<file path="config.mk">
export PLATFORM = sky130hd
export DESIGN_NAME = sar_adc_control
export DESIGN_NICKNAME = d
export VERILOG_FILES = /design/src/design/sar_adc_pkg.sv /design/src/design/tad_clock_divider.sv /design/src/design/sar_adc_control.sv
export SDC_FILE = /design/constraint.sdc
export NUM_CORES = 1
export LEC_CHECK = 0
export ABC_AREA = 1
export BUFFER_PORTS_ARGS = -buffer_cell sky130_fd_sc_hd__buf_2
export CELL_PAD_IN_SITES_DETAIL_PLACEMENT = 1
export CELL_PAD_IN_SITES_GLOBAL_PLACEMENT = 1
export CORE_ASPECT_RATIO = 0.8
export CORE_MARGIN = 4
export CORE_UTILIZATION = 42
export DETAILED_ROUTE_END_ITERATION = 16
export MAX_ROUTING_LAYER = met4
export PLACE_DENSITY = 0.83
export SYNTH_ARGS = -nofsm -noshare
export SYNTH_HDL_FRONTEND = slang
export SYNTH_HIERARCHICAL = 1
export SYNTH_SLANG_ARGS = --single-unit
</file>
<file path="constraint.sdc">
create_clock -name clock -period 2.3 [get_ports clock]
set_clock_uncertainty 0.05 [all_clocks]
set_input_delay 0.23 -clock clock [delete_from_list [all_inputs] [get_ports clock]]
set_output_delay 0.23 -clock clock [all_outputs]
set_load 0.1 [all_outputs]
</file>
<file path="src/design/sar_adc_pkg.sv">
`default_nettype none
package sar_adc_pkg;

  // Converter geometry.
  localparam int RESULT_BITS     = 10;
  localparam int BYTE_BITS       = 8;
  localparam int CHANNEL_BITS    = 2;
  localparam int CLKSEL_BITS     = 3;
  localparam int TAD_COUNT_BITS  = 4;
  localparam int DIV_COUNT_BITS  = 6;

  // System clock rate.
  localparam int CLOCK_PERIOD_NS = 10;

  // Conversion timing in bit conversion periods.
  localparam logic [3:0] CONV_LAST_TAD   = 4'hA;  // Eleven periods, numbered 0 to 10.
  localparam logic [3:0] ABORT_LAST_TAD  = 4'h1;  // Two periods, numbered 0 and 1.

  // Conversion clock select codes.
  localparam logic [2:0] CLKSEL_DIV2  = 3'h0;
  localparam logic [2:0] CLKSEL_DIV4  = 3'h4;
  localparam logic [2:0] CLKSEL_DIV8  = 3'h1;
  localparam logic [2:0] CLKSEL_DIV16 = 3'h5;
  localparam logic [2:0] CLKSEL_DIV32 = 3'h2;
  localparam logic [2:0] CLKSEL_DIV64 = 3'h6;
  localparam logic [1:0] CLKSEL_OSC_LOW = 2'h3;  // Low two bits set pick the dedicated oscillator.

  // Result layout.
  localparam logic [RESULT_BITS-1:0] SAR_FIRST_TRIAL = 10'h200;
  localparam logic [BYTE_BITS-1:0]   RESULT_RESET    = 8'h00;
  localparam logic [5:0]             RESERVED_ZERO   = 6'h00;

  // Sequencer states.
  typedef enum logic [1:0] {
    ST_IDLE    = 2'b00,
    ST_DELAY   = 2'b01,
    ST_CONVERT = 2'b10,
    ST_ABORT   = 2'b11
  } convState_t;

endpackage
`default_nettype wire

</file>
<file path="src/design/tad_clock_divider.sv">
`timescale 1ns/1ps
`default_nettype none
module tad_clock_divider (
  // Clock and reset.
  input  wire logic       clock,
  input  wire logic       rst,
  // Selection and alignment.
  input  wire logic [2:0] clockSelect,
  input  wire logic       restart,
  // Dedicated oscillator pin.
  input  wire logic       oscPin,
  // One-cycle bit period enable.
  output logic            tadTick
);

  typedef struct packed {
    logic [5:0] count;
    logic       osc1;
    logic       osc2;
    logic       osc3;
    logic       oscLevel;
    logic       tick;
  } divState_t;

  divState_t s;
  divState_t n;
  logic [2:0] expo;
  logic [5:0] lastCount;
  logic       oscSelected;

  // Divide ratio is two to the power expo; the select code packs expo minus one as low bits times two plus bit 2.
  always_comb
  begin
    n = s;
    n.tick = 1'b0;
    oscSelected = (clockSelect[1:0] == sar_adc_pkg::CLKSEL_OSC_LOW);
    expo = {clockSelect[1:0], 1'b0} + {2'b00, clockSelect[2]} + 3'h1;
    lastCount = 6'((7'h01 << expo) - 7'h01);
    n.osc1 = oscPin;
    n.osc2 = s.osc1;
    n.osc3 = s.osc2;
    // The oscillator level only moves once the second and third stages agree.
    if (s.osc2 == s.osc3)
    begin
      n.oscLevel = s.osc3;
    end
    if (oscSelected)
    begin
      n.tick = (s.osc2 == s.osc3) && s.osc3 && !s.oscLevel;
    end
    else if (restart)
    begin
      n.count = 6'h00;
    end
    else if (s.count >= lastCount)
    begin
      n.count = 6'h00;
      n.tick  = 1'b1;
    end
    else
    begin
      n.count = s.count + 6'h01;
    end
  end

  always_ff @(posedge clock or posedge rst)
  begin
    if (rst)
    begin
      s <= '0;
    end
    else
    begin
      s <= n;
    end
  end

  assign tadTick = s.tick;

endmodule
`default_nettype wire

</file>
<file path="src/design/sar_adc_control.sv">
`timescale 1ns/1ps
`default_nettype none
module sar_adc_control #(
  parameter int RESULT_BITS = sar_adc_pkg::RESULT_BITS
) (
  // Clock and reset.
  input  wire logic                   clock,
  input  wire logic                   rst,
  // Control bits held by software.
  input  wire logic                   converterEnable,
  input  wire logic                   resultFormat,
  input  wire logic                   referenceSelect,
  input  wire logic [1:0]             channelSelect,
  input  wire logic [2:0]             convClockSelect,
  // Go/done and flag writes from software.
  input  wire logic                   goWrite,
  input  wire logic                   goWriteValue,
  input  wire logic                   flagClear,
  // Core status.
  input  wire logic                   irqEnable,
  input  wire logic                   globalIrqEnable,
  input  wire logic                   sleepActive,
  input  wire logic                   instrTick,
  // Capture/compare unit.
  input  wire logic                   specialTrigger,
  // Analog front end.
  input  wire logic                   comparatorPin,
  input  wire logic                   oscPin,
  // Results and status.
  output logic [7:0]                  resultHigh,
  output logic [7:0]                  resultLow,
  output logic                        goDone,
  output logic                        completeFlag,
  output logic                        wakeRequest,
  output logic                        vectorRequest,
  output logic                        timerReset,
  // Analog controls.
  output logic [RESULT_BITS-1:0]      dacCode,
  output logic                        sampleHold,
  output logic                        analogPowered,
  output logic                        refExternal,
  output logic [1:0]                  channelOut
);

  typedef struct packed {
    sar_adc_pkg::convState_t  state;
    logic [3:0]               tadCount;
    logic [RESULT_BITS-1:0]   sar;
    logic                     go;
    logic                     flag;
    logic [7:0]               high;
    logic [7:0]               low;
    logic                     sleepOff;
    logic                     wake;
    logic                     vector;
    logic                     timerClr;
    logic                     sample;
    logic                     powered;
    logic                     refExt;
    logic [1:0]               channel;
  } ctlState_t;

  ctlState_t s;
  ctlState_t n;

  logic tadTick;
  logic restartTad;
  logic oscSelected;
  logic startReq;
  logic busy;
  logic swAbort;
  logic sleepAbort;
  logic doneNow;
  logic [3:0] bitIndex;

  // The divider runs from the system clock, so on the divided selects the bit period scales with its rate.
  tad_clock_divider u_divider (
    .clock       (clock),
    .rst         (rst),
    .clockSelect (convClockSelect),
    .restart     (restartTad),
    .oscPin      (oscPin),
    .tadTick     (tadTick)
  );

  // Request decode shared by the sequencer and the checks.
  always_comb
  begin
    oscSelected = (convClockSelect[1:0] == sar_adc_pkg::CLKSEL_OSC_LOW);
    busy        = (s.state == sar_adc_pkg::ST_DELAY) || (s.state == sar_adc_pkg::ST_CONVERT);
    startReq    = converterEnable && !busy && (s.state != sar_adc_pkg::ST_ABORT) &&
                  ((goWrite && goWriteValue) || specialTrigger);
    swAbort     = busy && goWrite && !goWriteValue;
    sleepAbort  = busy && sleepActive && !oscSelected;
    doneNow     = (s.state == sar_adc_pkg::ST_CONVERT) && tadTick &&
                  (s.tadCount == sar_adc_pkg::CONV_LAST_TAD) && !swAbort && !sleepAbort;
    bitIndex    = 4'(sar_adc_pkg::CONV_LAST_TAD - s.tadCount);
  end

  // Sequencer; all pulses drop by default so they stand one cycle.
  always_comb
  begin
    n = s;
    restartTad = 1'b0;
    n.timerClr = specialTrigger;
    n.refExt   = referenceSelect;
    n.channel  = channelSelect;
    unique case (s.state)
      sar_adc_pkg::ST_IDLE:
      begin
        if (startReq)
        begin
          n.go       = 1'b1;
          n.tadCount = 4'h0;
          restartTad = 1'b1;
          // The extra wait lets a sleep instruction run before the noisy conversion.
          n.state    = oscSelected ? sar_adc_pkg::ST_DELAY : sar_adc_pkg::ST_CONVERT;
          n.sar      = sar_adc_pkg::SAR_FIRST_TRIAL;
          n.sample   = 1'b0;
        end
      end
      sar_adc_pkg::ST_DELAY:
      begin
        if (instrTick)
        begin
          n.state = sar_adc_pkg::ST_CONVERT;
        end
      end
      sar_adc_pkg::ST_CONVERT:
      begin
        // Period 0 settles the hold; periods 1 to 10 decide one bit each.
        // The comparator is strobed by this clock inside the converter, so it is read directly.
        // A three-stage synchroniser here would hand back the verdict on an older trial at the fast divides.
        if (tadTick && s.tadCount != 4'h0)
        begin
          n.sar[bitIndex] = comparatorPin;
          if (bitIndex != 4'h0)
          begin
            n.sar[bitIndex - 4'h1] = 1'b1;
          end
        end
        if (tadTick)
        begin
          n.tadCount = s.tadCount + 4'h1;
        end
        if (doneNow)
        begin
          n.go     = 1'b0;
          n.state  = sar_adc_pkg::ST_IDLE;
          n.sample = 1'b1;
          // Both bytes load from one value in one cycle, so no torn read is possible.
          if (resultFormat)
          begin
            n.high = {sar_adc_pkg::RESERVED_ZERO, n.sar[9:8]};
            n.low  = n.sar[7:0];
          end
          else
          begin
            n.high = n.sar[9:2];
            n.low  = {n.sar[1:0], sar_adc_pkg::RESERVED_ZERO};
          end
          if (sleepActive && oscSelected && !irqEnable)
          begin
            n.sleepOff = 1'b1;
          end
        end
      end
      sar_adc_pkg::ST_ABORT:
      begin
        if (tadTick)
        begin
          n.tadCount = s.tadCount + 4'h1;
          if (s.tadCount == sar_adc_pkg::ABORT_LAST_TAD)
          begin
            n.state  = sar_adc_pkg::ST_IDLE;
            n.sample = 1'b1;
          end
        end
      end
    endcase
    // An abort leaves the result bytes alone and starts the two-period recovery.
    if (swAbort || sleepAbort)
    begin
      n.state    = sar_adc_pkg::ST_ABORT;
      n.go       = 1'b0;
      n.tadCount = 4'h0;
      n.sample   = 1'b0;
      restartTad = 1'b1;
    end
    if (sleepAbort)
    begin
      n.sleepOff = 1'b1;
    end
    if (!sleepActive)
    begin
      n.sleepOff = 1'b0;
    end
    // Turning the converter off ends any conversion at once.
    if (!converterEnable)
    begin
      n.state  = sar_adc_pkg::ST_IDLE;
      n.go     = 1'b0;
      n.sample = 1'b0;
    end
    else if (n.state == sar_adc_pkg::ST_IDLE)
    begin
      n.sample = !n.sleepOff;
    end
    n.powered = converterEnable && !n.sleepOff;
    // The set wins over a clear arriving in the same cycle.
    n.flag   = (s.flag && !flagClear) || doneNow;
    n.wake   = n.flag && irqEnable;
    n.vector = n.flag && irqEnable && globalIrqEnable;
  end

  // Reset clears everything, which leaves the converter off and idle.
  always_ff @(posedge clock or posedge rst)
  begin
    if (rst)
    begin
      s <= '0;
    end
    else
    begin
      s <= n;
    end
  end

  // Outputs come straight from the state register.
  assign resultHigh    = s.high;
  assign resultLow     = s.low;
  assign goDone        = s.go;
  assign completeFlag  = s.flag;
  assign wakeRequest   = s.wake;
  assign vectorRequest = s.vector;
  assign timerReset    = s.timerClr;
  assign dacCode       = s.sar;
  assign sampleHold    = s.sample;
  assign analogPowered = s.powered;
  assign refExternal   = s.refExt;
  assign channelOut    = s.channel;
endmodule
`default_nettype wire

</file>
After elaboration in Yosys (flattened, before gate mapping):

Cells that the tools add are included.

* register bits: 54
* output and inout bits: 36
* word-level logic and storage cells: 146

* add/subtract/negate cells: 7
* magnitude comparators: 5
* equal/unequal tests: 20
* shift-type cells: 1
* muxes and demuxes: 44
* bitwise gates (word level): 1
* reduce and logical (&&, ||, !) cells: 47

Operator list (number)
* $mux W6: 4
* $logic_and A1 B1 Y1: 23
* $mux W1: 23
* $pmux W11 S2: 1
* $mux W10: 2
* $mux W17: 1
* $mux W16: 1
* $pmux W4 S3: 1
* $reduce_bool A4 Y1: 3
* $bwmux W10: 1
* $lt A4 B5 Y1 const B: 2
* $mux W2: 5
* $ne A5 B5 Y1 const B: 2
* $or A10 B10 Y10: 1
* $logic_not A1 Y1: 9
* $demux W1 S4: 2
* $ge A4 B1 Y1 const B: 2
* $pmux W2 S4: 1
* $add A6 B1 Y6 const B: 1
* $eq A2 B2 Y1 const B: 3
* $ge A6 B6 Y1: 1
* $ne A6 B1 Y1 const B: 1
* $shl A1 B3 Y6 const A: 1
* $sub A6 B1 Y6 const B: 1
* other kinds (27): 33

Logic depth before layout (Yosys ltp):

Gate-level depths: netlist of the first run.

* depth in word-level cells: 14
* mapped depth: 15

Modules after synthesis:

The synthesis of the first run kept the hierarchy.

Modules (own cells, without submodules)
* sar_adc_control: times used 1, cells an instance 356, area each 2751.4 um^2, sequential area each 1076.0 um^2
* tad_clock_divider: times used 1, cells an instance 89, area each 737.0 um^2, sequential area each 275.3 um^2

Worst setup path before layout of the first run:

No wires, ideal clock.

* path kind: register to register
* start point: register s[42] in the netlist's numbering
* end point: register s, in the netlist dacCode[0]
* library setup time: 83 ps
* arrival time: 1723 ps
* required time: 2167 ps
* path slack: 444 ps
* stages on the path, launching flop included: 12
* path buffers: 0
* clock period less this slack: 1856 ps
* cells stage by stage: dfrtp_1 inv_1 ha_1 nor2_1 nand2_1 nor2_2 nand2_1 nand2_1 inv_2 nor2_8 nand3_1 o21ai_0

* word-level cells in the longest chain between the ends: 8
* elaborated cells on any way between the ends: 13
* classes of those cells: eq/ne (4); mux (1); reduce/logical (8)

Ends and longest elaborated chain
* start, declared: line sar_adc_control.sv:63 `ctlState_t s;`
* start signal, assigned: line sar_adc_control.sv:225 `s <= n;`
* $eq A2 B1 Y1 or $eq A2 B2 Y1 (tied branches): line sar_adc_control.sv:90, sar_adc_control.sv:108
* $logic_or A1 B1 Y1: line sar_adc_control.sv:90 `busy = (s.state == sar_adc_pkg::ST_DELAY) || (s.state == sar_adc_pkg::ST_CONVERT);`
* $logic_not A1 Y1: line sar_adc_control.sv:91 `startReq = converterEnable && !busy && (s.state != sar_adc_pkg::ST_ABORT) &&`
* $logic_and A1 B1 Y1 (3 in a row): line sar_adc_control.sv:91
* $ne A2 B2 Y1 (no line)
* $reduce_and A2 Y1 (no line)

Several ways; a longest one is shown, not always the timed one.
A chain may end at the register's enable or synchronous reset.

Worst setup path in the final report of the first run:

* start point: register s[37] in the netlist's numbering
* end point: register s, in the netlist resultHigh[6]

* word-level cells in the longest chain between the ends: 10
* elaborated cells on any way between the ends: 25
* classes of those cells: add/sub (2); order compare (4); eq/ne (1); mux (8); bitwise (1); reduce/logical (9)

Ends and longest elaborated chain
* $sub A4 B4 Y4: line sar_adc_control.sv:97 `bitIndex = 4'(sar_adc_pkg::CONV_LAST_TAD - s.tadCount);`
* $sub A4 B1 Y4, or another cell as far along: line sar_adc_control.sv:139 `n.sar[bitIndex - 4'h1] = 1'b1;`
* $lt A4 B5 Y1 (not written as such), or another cell as far along: line sar_adc_control.sv:139
* $logic_and A1 B1 Y1 (not written as such) or $mux W1 (tied branches): line sar_adc_control.sv:139, sar_adc_control.sv:136
* $mux W1 (not written as such) or $demux W1 S4 (tied branches): line sar_adc_control.sv:139, sar_adc_control.sv:136
* $demux W1 S4 or $bwmux W10 (tied branches): line sar_adc_control.sv:139, sar_adc_control.sv:136
* $or A10 B10 Y10 (no line)
* $mux W10: line sar_adc_control.sv:137 `if (bitIndex != 4'h0)`
* $mux W10: line sar_adc_control.sv:134 `if (tadTick && s.tadCount != 4'h0)`
* $mux W16: line sar_adc_control.sv:152 `if (resultFormat)`

Several ways; a longest one is shown, not always the timed one.

==> flow_summary.yaml, run 1 <==
outcome:
  outcome: "finished clean"
min_path:
  hold_depth: 3
  hp-class: "in -> reg"
setup_path:
  cpMaxStageDelayCell: "dfrtp_2"
  worst_ep_required_time_ps: 2460
  cp.depth: 10
  path_class: "reg -> reg"
  crit_chain: "clkinvlp_4, ha_2, inv_1, nor3_1, nand2_1, nand2_2, nor2_2, nand2_1, nand2_1, a22o_1"
  path_common_cell: "nand2_1"
  cp_max_fo: 7
  worst_setup_path_end_kind: "flip-flop"
  startpoint_type: "flip-flop"
  critPathMaxStageDelay_ps: 470
  reg2reg_depth: 10
  worst_ep_arrival_time_ps: 2340
  crit_family: "simple AND/OR/NAND/NOR gates"
  critPathBufInv: 2
global_routing:
  use_met3_pct: 3.10
  antenna_found_initial: 0
  grt_start_max_net_pins: 40
  met2_usage_pct: 31.8
  top_usage_layer: "met2"
  grtUsageTotal_pct: 20.2
  overflow: 0
  grt_use_met1_pct: 27.6
  grt_pass1_wl_microns: 15100
  grt_pass1_vias: 3165
layout:
  n_fill_cell: 1018
  final_cell_area_sq_um: 3940
  final_cell_mix: "117 x nand2_1, 59 x nand3_1, 56 x buf_2"
  regArea_sq_um: 1350
  multi_input_area_sq_um: 1730
  layout_commonest_cell: "nand2_1"
  nets: 534
  diodes: 0
  drive_gt1_share_pct: 24.0
  area_growth_syn_to_layout_pct: 13.1
power_and_ir_drop:
  leakagePower_nw: 2.12
  total_power_mw: 3.27
  ir_drop_mv: 0.804
  power_density_nw_per_um2: 830
routing:
  wl_microns: 9550
  wl_per_cell_microns: 15.8
  final_antenna_net_count: 0
  drtPass1Iterations: 4
  drt-initial-drc-count: 175
  drc: 0
  vias_per_cell: 5.09
  num_vias: 3069
cts:
  cts_tree: "built"
  insertion_delay_ps: 320
  cts_root_buf: "clkbuf_8"
  htreeDepth: 2
  numCtsBuffers: 5
  cts_max_path_buffers: 2
  clock_sinks: 54
  cts.clk_slew.worst_paths_ps: 110
yosys:
  postSynthCellCount: 445
  netlist_area_sq_um: 3490
  synth.distinct_cells: 41
  synth_seq_area_share_pct: 38.7
  synth.net_count: 485
  syn_area_per_cell_sq_um: 7.84
  yosys_warnings: 6
  ys_ff_latch: 54
die:
  core-area_sq_um: 8020
  die_area_sq_um: 9840
  io_pins: 56
  initial_utilization_pct: 43.5
  die_y_microns: 89.5
  dieWidth_microns: 110
  row_count: 29
sta:
  drv_slew: 0
  fmax_ghz: 0.459
  timing.final.crit_share_pct: 94.8
  tightest_slew_ps: 877
  setup_viol: 0
  hold_viol_final: 0
  fin_crit_ps: 2180
  relSlewSlack_pct: 41.5
placed_design:
  gp_routability_congestion: 0.926
  io_buffers: 55
  post-dp-hpwl_microns: 7060
  placed_area_sq_um: 3700
job:
  maxCapViolations: 0
kinds of logic (layout without fill, tap and decap cells):
kind of cell | Yosys count | after routing | synth area share [%]
AND/OR/NAND/NOR | 234 | 234 | 31.6
buffers and inverters | 81 | 131 | 12.1
flip-flops | 54 | 54 | 38.7
AO/OA/AOI/OAI | 50 | 50 | 8.82
adder cells (fa/ha/maj) | 20 | 20 | 7.17
XOR/XNOR | 6 | 6 | 1.51
flip-flops by register name, indices dropped and copies added, names as in the netlist, 2 cells and up:
register,flops
resultLow,8
resultHigh,8
channelOut,2
dacCode,10
u_divider/s,8
u_divider/n,2
s,7
layout make-up:
class | instances | area share (%)
Multi-Input combinational cell | 310 | 43.8
Sequential cell | 54 | 34.3
Timing Repair Buffer | 75 | 11.1
Inverter | 48 | 4.98
Tap cell | 108 | 3.43
Clock buffer | 5 | 1.74
Clock inverter | 3 | 0.603
cells in the mapped netlist:
master / n / area share, %
a21boi_0: 1 / 0.22
xor2_1: 5 / 1.3
nor2_8: 1 / 0.57
dfrtp_1: 54 / 39
nor3_1: 2 / 0.29
nand3_2: 1 / 0.29
inv_2: 4 / 0.43
buf_2: 3 / 0.43
and3_1: 1 / 0.18
nand2_1: 117 / 13
nand2_4: 2 / 0.65
a21oi_2: 2 / 0.50
o21ai_0: 13 / 1.9
nor2_1: 26 / 2.8
xnor2_1: 1 / 0.25
a31oi_1: 2 / 0.36
nand3b_1: 1 / 0.22
a22oi_1: 1 / 0.22
a21oi_1: 14 / 2.0
buf_4: 29 / 6.2
o211ai_1: 1 / 0.22
nand3_4: 1 / 0.50
clkbuf_1: 1 / 0.11
o21bai_1: 1 / 0.22
inv_4: 2 / 0.36
o21ai_1: 2 / 0.29
clkinv_1: 1 / 0.11
a22o_1: 3 / 0.75
nor2_2: 4 / 0.72
o21ai_2: 3 / 0.75
nor2_4: 7 / 2.3
o22ai_1: 5 / 0.90
inv_1: 40 / 4.3
nand2_2: 3 / 0.54
or2_2: 3 / 0.54
clkinv_2: 1 / 0.14
o31ai_1: 1 / 0.22
nand3_1: 60 / 8.6
ha_1: 20 / 7.2
nand4_1: 5 / 0.90
a21boi_2: 1 / 0.32
timing repair:
| action | CTS | global route |
|---|---|---|
| setup buffers | 0 | 9 |
| setup endpoints to repair | 0 | 30 |
| hold buffers | 6 | 0 |
| endpoints found under the hold margin | 16 | 0 |
| resized for setup | 0 | 8 |
tightest hold or removal path, delay by kind of cell:
family | cells | cell delay, ps
buffers and inverters | 2 | 160
AOI/OAI and AO/OA | 1 | 40
path summary, 6_finish.rpt:
kind	from	endpoint	slack, ps
worst max-delay path	s[37]$_DFFE_PP0P_	resultHigh[6]$_DFFE_PP0P_	120
worst min-delay path	irqEnable	wakeRequest$_DFF_PP0_	100
worst max register to register	s[37]$_DFFE_PP0P_	resultHigh[6]$_DFFE_PP0P_	120
worst min register to register	u_divider/n[3]$_DFF_PP0_	u_divider/n[2]$_DFF_PP0_	310
max in group asynchronous	rst	resultLow[6]$_DFFE_PP0P_	980
min in group asynchronous	rst	u_divider/n[3]$_DFF_PP0_	420
where the power goes:
group | total (mW) | switching [mW] | internal, mW
sequential | 1.14 | 0.0976 | 1.04
combinational | 1.57 | 1.08 | 0.489
clock | 0.563 | 0.344 | 0.219
total | 3.27 | 1.52 | 1.75
metrics by stage:
stage               util, %  setup TNS, ps  hold slack (ps)  setup WS [ps]  std cells
floorplan                 -              0             32.4            444        445
global placement       46.1              0              212           66.8        580
detailed placement     46.1              0              213           25.9        580
CTS                    48.0              0             98.3           12.3        594
global route           49.2          -70.2             98.5          -50.2        603
finish                 49.2              0              101            120        603
metal layers:
metal	part of all wire [%]	up-vias
met4	0.60	0
li1	-	1524
met1	48	1471
met5	0	-
met3	3.7	8
met2	48	66
Note: power is estimated with default switching activity, not from simulation.
==> inputs of run 2 (changes only) <==
--- a/config.mk
+++ b/config.mk
@@ -15,6 +15,7 @@
 export DETAILED_ROUTE_END_ITERATION = 16
 export MAX_ROUTING_LAYER = met4
 export PLACE_DENSITY = 0.83
+export REMOVE_ABC_BUFFERS = 1
 export SYNTH_ARGS = -nofsm -noshare
 export SYNTH_HDL_FRONTEND = slang
 export SYNTH_HIERARCHICAL = 1
==> constraint.sdc (replaced) <==
create_clock -name clock -period 2.3 [get_ports clock]
set_clock_uncertainty 0.05 [all_clocks]
set_input_delay 0.23 -clock clock [delete_from_list [all_inputs] [get_ports clock]]
set_output_delay 0.23 -clock clock [all_outputs]
set_load 0.02 [all_outputs]
==> run 2 against run 1 <==
First-iteration DRC count decreased by 15%. Cell count decreased by 1.3%. Flip-flop and latch count unchanged. Utilization is 0.56 points lower. Critical endpoint is now dacCode[0]$_DFFE_PP0P_. Worst setup slack improved by 9.2 ps. Non-clock buffer count down 8. Register-to-register slack hardly changed. Critical path depth is 1 higher. Power shrank 5.0%. Combinational power down 13%. Routed wire length rose by 3.2%.
==> flow_summary.yaml, run 2 (synthesis gave the netlist of run 1 again) <==
die:
  io_pins: 56
  die_area_sq_um: 9840
  initial_utilization_pct: 43.5
  core-area_sq_um: 8020
  row_count: 29
  dieWidth_microns: 110
  die_y_microns: 89.5
layout:
  layout_commonest_cell: "nand2_1"
  nets: 526
  area_growth_syn_to_layout_pct: 11.8
  drive_gt1_share_pct: 23.8
  diodes: 0
  final_cell_mix: "115 x nand2_1, 59 x nand3_1, 55 x buf_2"
  largest_reg_flops: 10
setup_path:
  rr_endpoint: "dacCode[0]$_DFFE_PP0P_"
  cpMaxStageDelayCell: "dfrtp_1"
  critPathBufInv: 2
  startpoint_type: "flip-flop"
  reg2reg_depth: 11
  path_common_cell: "nand2_1"
  worst_setup_path_end_kind: "flip-flop"
  path_class: "reg -> reg"
  crit_family: "simple AND/OR/NAND/NOR gates"
  reg2reg_slack_ps: 130
  critPathMaxStageDelay_ps: 440
  cp_max_fo: 10
  crit_chain: "inv_1, ha_2, nor2_1, nand2_1, nor2_4, nand2_1, nand2_2, inv_2, nor2_8, nand3_1, o21ai_0"
  worst_ep_arrival_time_ps: 2360
  worst_ep_required_time_ps: 2490
  r2r_start: "s[41]$_DFF_PP0_"
power_and_ir_drop:
  swShare_pct: 44.7
  power_switching_mw: 1.39
  ir_drop_mv: 0.341
  power.share.combinational_pct: 43.9
  p_int_mw: 1.72
  leakagePower_nw: 2.09
  p_clk_share_pct: 19.4
  power_density_nw_per_um2: 798
  seq_power_share_pct: 36.7
placed_design:
  gp_routability_congestion: 0.916
  io_buffers: 55
  dp_slack_ps: -30.7
  post-dp-hpwl_microns: 7770
sta:
  hold_viol_final: 0
  timing.final.crit_share_pct: 94.4
  tightest_slew_ps: 453
  fmax_ghz: 0.461
  drv_slew: 0
  fin_ws_ps: 130
  relSlewSlack_pct: 69.8
  rsz0062_at_grt: "true"
  fin_crit_ps: 2170
  worst_hold_slack_ps: 95.8
  setup_viol: 0
min_path:
  hp-class: "in -> reg"
  hp-start: "globalIrqEnable"
  worstHoldEndpoint: "vectorRequest$_DFF_PP0_"
  hold_depth: 2
routing:
  wl_microns: 9860
  drt-initial-drc-count: 148
  drtPass1Iterations: 6
  wl_per_cell_microns: 16.6
  num_vias: 3134
  vias_per_cell: 5.27
  final_antenna_net_count: 0
  drc: 0
cts:
  numCtsBuffers: 5
  clock_sinks: 54
  cts_max_path_buffers: 2
  cts_root_buf: "clkbuf_8"
  cts.clk_slew.worst_paths_ps: 120
  htreeDepth: 2
  cts_tree: "built"
  insertion_delay_ps: 320
global_routing:
  antenna_found_initial: 0
  overflow: 0
  grt_start_max_net_pins: 23
  grt_pass1_wl_microns: 16100
  grtUsageTotal_pct: 21.7
  grt_pass1_vias: 3222
outcome:
  outcome: "finished clean"
job:
  maxCapViolations: 0
==> run 2: cell types whose count changed in the layout (fill, tap and decap cells not counted), moves of 2 or more <==
cell,previous run,this run
buf_4,13,6
clkinvlp_4,4,0
ha_1,18,16
ha_2,2,4
nand2_1,117,115
nand2_2,3,5
==> run 2: per-stage QoR <==
step / power [mW] / utilization (%) / cell area (sq um) / TNS [ps] / instances
global route: 3.33 / 48.6 / 3900 / -57.0 / 595
floorplan: 2.08 / - / 3250 / 0 / 412
CTS: 3.09 / 48.2 / 3860 / 0 / 594
finish: 3.11 / 48.6 / 3900 / 0 / 595
detailed placement: 2.47 / 46.1 / 3700 / -83.4 / 580
global placement: 2.42 / 46.1 / 3700 / 0 / 580
==> run 2: what timing repair did <==
item                                    CTS  global route
buffers inserted                          0             1
pin swaps                                 0             2
endpoints found under the setup margin   12            31
endpoints found under the hold margin    59             0
resized for setup                         2            11
hold buffers                              6             0
==> run 2: layout make-up <==
type / instances / area, sq um
sequential: 54 / 1350
multi-input combinational: 310 / 1740
inverter: 48 / 188
fill: 1034 / 4120
tap: 108 / 135
clock buffer: 5 / 68.8
clock inverter: 3 / 28.8
timing repair buffer: 67 / 380
==> run 2: worst max-delay path by stage <==
stage / to / from / cells after the start
finish: dacCode[0]$_DFFE_PP0P_ / s[41]$_DFF_PP0_ / 11
global route: s[38]$_DFFE_PP0P_ / s[41]$_DFF_PP0_ / 10
CTS: dacCode[0]$_DFFE_PP0P_ / s[41]$_DFF_PP0_ / 11
detailed placement: dacCode[0]$_DFFE_PP0P_ / s[41]$_DFF_PP0_ / 11
global placement: resultLow[3]$_DFFE_PP0P_ / s[41]$_DFF_PP0_ / 8
floorplan: resultLow[3]$_DFFE_PP0P_ / s[42]$_DFF_PP0_ / 8
==> run 2: power groups by stage <==
stage          sequential (mW)  clock, mW  combinational (mW)
2_1_floorplan             1.17          0               0.913
3_3_place_gp              1.15          0                1.26
3_5_place_dp              1.16          0                1.32
4_1_cts                   1.14      0.619                1.33
5_1_grt                   1.16      0.648                1.53
6_report                  1.14      0.603                1.37
==> run 2: per-layer routing <==
layer,up-vias,GRT usage (%),part of all wire [%]
met1,1558,30.7,48
met4,0,4.30,0.77
met3,7,2.17,3.7
li1,1503,-,-
met2,66,34.0,47
met5,-,-,0
==> inputs of run 3 (changes only) <==
--- a/config.mk
+++ b/config.mk
@@ -5,16 +5,14 @@
 export SDC_FILE = /design/constraint.sdc
 export NUM_CORES = 1
 export LEC_CHECK = 0
-export ABC_AREA = 1
 export BUFFER_PORTS_ARGS = -buffer_cell sky130_fd_sc_hd__buf_2
 export CELL_PAD_IN_SITES_DETAIL_PLACEMENT = 1
 export CELL_PAD_IN_SITES_GLOBAL_PLACEMENT = 1
 export CORE_ASPECT_RATIO = 0.8
-export CORE_MARGIN = 4
-export CORE_UTILIZATION = 42
+export CORE_UTILIZATION = 44
 export DETAILED_ROUTE_END_ITERATION = 16
 export MAX_ROUTING_LAYER = met4
-export PLACE_DENSITY = 0.83
+export PLACE_DENSITY = 0.84
 export REMOVE_ABC_BUFFERS = 1
 export SYNTH_ARGS = -nofsm -noshare
 export SYNTH_HDL_FRONTEND = slang
==> run 3 against run 2 <==
Power increased by 2.1%. Critical path depth down 2. Flip-flop and latch count did not move. Non-clock buffer count is 45 higher. First-iteration DRC count is 76% higher. Clock power barely moved. Maximum frequency fell by 5.4%. Sequential power is essentially flat. Area after synthesis grew 0.82%. Synthesized cell count shrank 17%. Cell area up 13%.
==> flow_summary.yaml, run 3 <==
cts:
  cts.clk_slew.worst_paths_ps: 120
  htreeDepth: 2
  insertion_delay_ps: 330
  numCtsBuffers: 5
  cts_tree: "built"
  cts_root_buf: "clkbuf_8"
  cts_max_path_buffers: 2
  clock_sinks: 54
yosys:
  yosysMostFrequentCell: "dfrtp_1"
  ys_ff_latch: 54
  synth_top_cells_by_count: "54 x dfrtp_1, 42 x nand2_1, 29 x buf_4, 20 x ha_1, 19 x o21ai_0"
  synth_edf_count: 0
  yosysTopAreaCellShare_pct: 38.4
  synth_area_leaders: "dfrtp_1 38%, ha_1 7.1%, buf_4 6.2%"
  yosysTopAreaCell: "dfrtp_1"
  synth_async_sr_flop_share_pct: 100
  postSynthCellCount: 368
  netlist_area_sq_um: 3520
  syn_area_per_cell_sq_um: 9.56
  yosys_warnings: 6
  synth_flop_cell: "dfrtp_1"
  synth.distinct_cells: 74
  synth_seq_area_share_pct: 38.4
setup_path:
  path_class: "reg -> reg"
  cp_max_fo: 5
  reg2reg_depth: 9
  rr_endpoint: "resultLow[6]$_DFFE_PP0P_"
  r2r_start: "s[38]$_DFFE_PP0P_"
  startpoint_type: "flip-flop"
  reg2reg_slack_ps: 6
  worst_ep_arrival_time_ps: 2440
  worst_setup_path_end_kind: "flip-flop"
  worst_ep_required_time_ps: 2440
power_and_ir_drop:
  power_density_nw_per_um2: 719
  ir_drop_mv: 0.420
  leakagePower_nw: 2.08
outcome:
  outcome: "finished clean"
routing:
  final_antenna_net_count: 0
  drc: 0
  drtPass1Iterations: 4
  vias_per_cell: 5.69
  wl_per_cell_microns: 20.5
  drt-initial-drc-count: 261
  num_vias: 3132
  wl_microns: 11300
sta:
  tightest_slew_ps: 742
  fin_crit_ps: 2290
  setup_viol: 0
  relSlewSlack_pct: 50.2
  fmax_ghz: 0.436
  timing.final.crit_share_pct: 99.7
  drv_slew: 0
  rsz0062_at_grt: "true"
  hold_viol_final: 0
placed_design:
  post-dp-hpwl_microns: 7740
  placed_area_sq_um: 3950
  gp_routability_congestion: 0.855
  io_buffers: 55
  placed_cells: 528
min_path:
  hp-class: "in -> reg"
  hp-start: "globalIrqEnable"
  hold_depth: 2
  worstHoldEndpoint: "vectorRequest$_DFF_PP0_"
layout:
  nets: 484
  largest_reg_flops: 10
  layout_commonest_cell: "buf_2"
  final_cell_mix: "55 x buf_2, 52 x dfrtp_1, 48 x buf_4"
  final_cells: 550
  final_cell_area_sq_um: 4420
  area_growth_syn_to_layout_pct: 25.7
  n_fill_cell: 870
  diodes: 0
  drive_gt1_share_pct: 37.5
die:
  die_y_microns: 82.0
  row_count: 28
  core-area_sq_um: 7570
  io_pins: 56
  die_area_sq_um: 8360
  initial_utilization_pct: 46.5
  dieWidth_microns: 102
global_routing:
  grt_pass1_wl_microns: 16200
  overflow: 0
  grt_pass1_vias: 3081
  grt_start_max_net_pins: 20
  grtUsageTotal_pct: 26.6
  antenna_found_initial: 0
job:
  maxCapViolations: 0
==> run 3: cell types whose count changed after synthesis, moves of 6 or more <==
cell,delta
a22o_1,+7
and2_1,+6
inv_1,-25
nand2_1,-75
nand3_1,-53
nor2_1,-8
nor2_4,-7
o21ai_0,+6
==> run 3: repair_timing <==
item                                   4_1_cts  5_1_grt
setup buffers                                3        5
endpoints found under the hold margin       32        0
pin swaps                                    4       14
gates cloned                                 0        0
resized for setup                            2       51
setup endpoints to repair                   16       27
hold buffers                                 6        0
==> run 3: layer usage <==
metal	up-vias	global-route usage [%]	part of all wire, %
met5	-	-	0
met4	0	4.71	1.8
met3	25	2.98	4.6
met2	117	44.8	49
met1	1542	35.0	45
li1	1448	-	-
==> run 3: stage by stage <==
stage	hold slack, ps	worst slack [ps]	util (%)	TNS (ps)	total power [mW]
final	83.5	5.94	58.4	0	3.18
after global routing	94.9	-55.8	58.4	-283	3.34
after CTS	101	-64.1	54.7	-349	2.86
after detailed placement	219	-127	52.2	-965	2.24
after global placement	204	-50.2	52.2	-243	2.17
after floorplan	32.4	-35.5	-	-161	1.82
==> run 3: area by class of cell <==
class / count / area [sq um] / share of cell area, %
Timing Repair Buffer: 112 / 729 / 16.5
Tap cell: 105 / 131 / 2.97
Clock buffer: 5 / 68.8 / 1.56
Multi-Input combinational cell: 255 / 2050 / 46.3
Clock inverter: 3 / 28.8 / 0.651
Inverter: 16 / 62.6 / 1.42
Sequential cell: 54 / 1350 / 30.6
==> run 3: report_power, final <==
part / total (mW) / switching, mW / internal, mW
Combinational: 1.46 / 0.825 / 0.637
Clock: 0.602 / 0.375 / 0.227
Sequential: 1.11 / 0.0799 / 1.03
==> run 3: how the worst max path moves through the flow <==
stage,slack (ps),from,cells past startpoint,end
global placement,-50,convClockSelect[2],11,u_divider/s[9]$_DFFE_PP0N_
detailed placement,-130,convClockSelect[2],11,u_divider/s[8]$_DFFE_PP0N_
global route,-60,s[41]$_DFF_PP0_,8,sampleHold$_DFFE_PP0P_
CTS,-60,s[38]$_DFFE_PP0P_,8,resultHigh[2]$_DFFE_PP0P_
floorplan,-40,s[37]$_DFFE_PP0P_,7,dacCode[4]$_DFFE_PP0P_
finish,6,s[38]$_DFFE_PP0P_,9,resultLow[6]$_DFFE_PP0P_
==> run 3: critical path: stages, from the launching register on <==
cell and delay (ps):
dfrtp_2 480, buf_4 150, buf_4 140, a21boi_1 230, nand2_1 140, a21oi_2 160
mux2_1 330, a41oi_1 180, buf_4 160, o221ai_1 110
==> run 3: cells by family (layout without fill, tap and decap cells) <==
| family | count (synthesis) | in the layout | share of synthesized area, % |
|---|---|---|---|
| compound gates | 100 | 100 | 20.5 |
| buf+inv | 59 | 136 | 10.2 |
| xor+xnor | 11 | 11 | 2.95 |
| flops | 54 | 54 | 38.4 |
| mux | 8 | 8 | 2.77 |
| fa+ha+maj | 20 | 20 | 7.11 |
| simple gates | 116 | 116 | 18.0 |
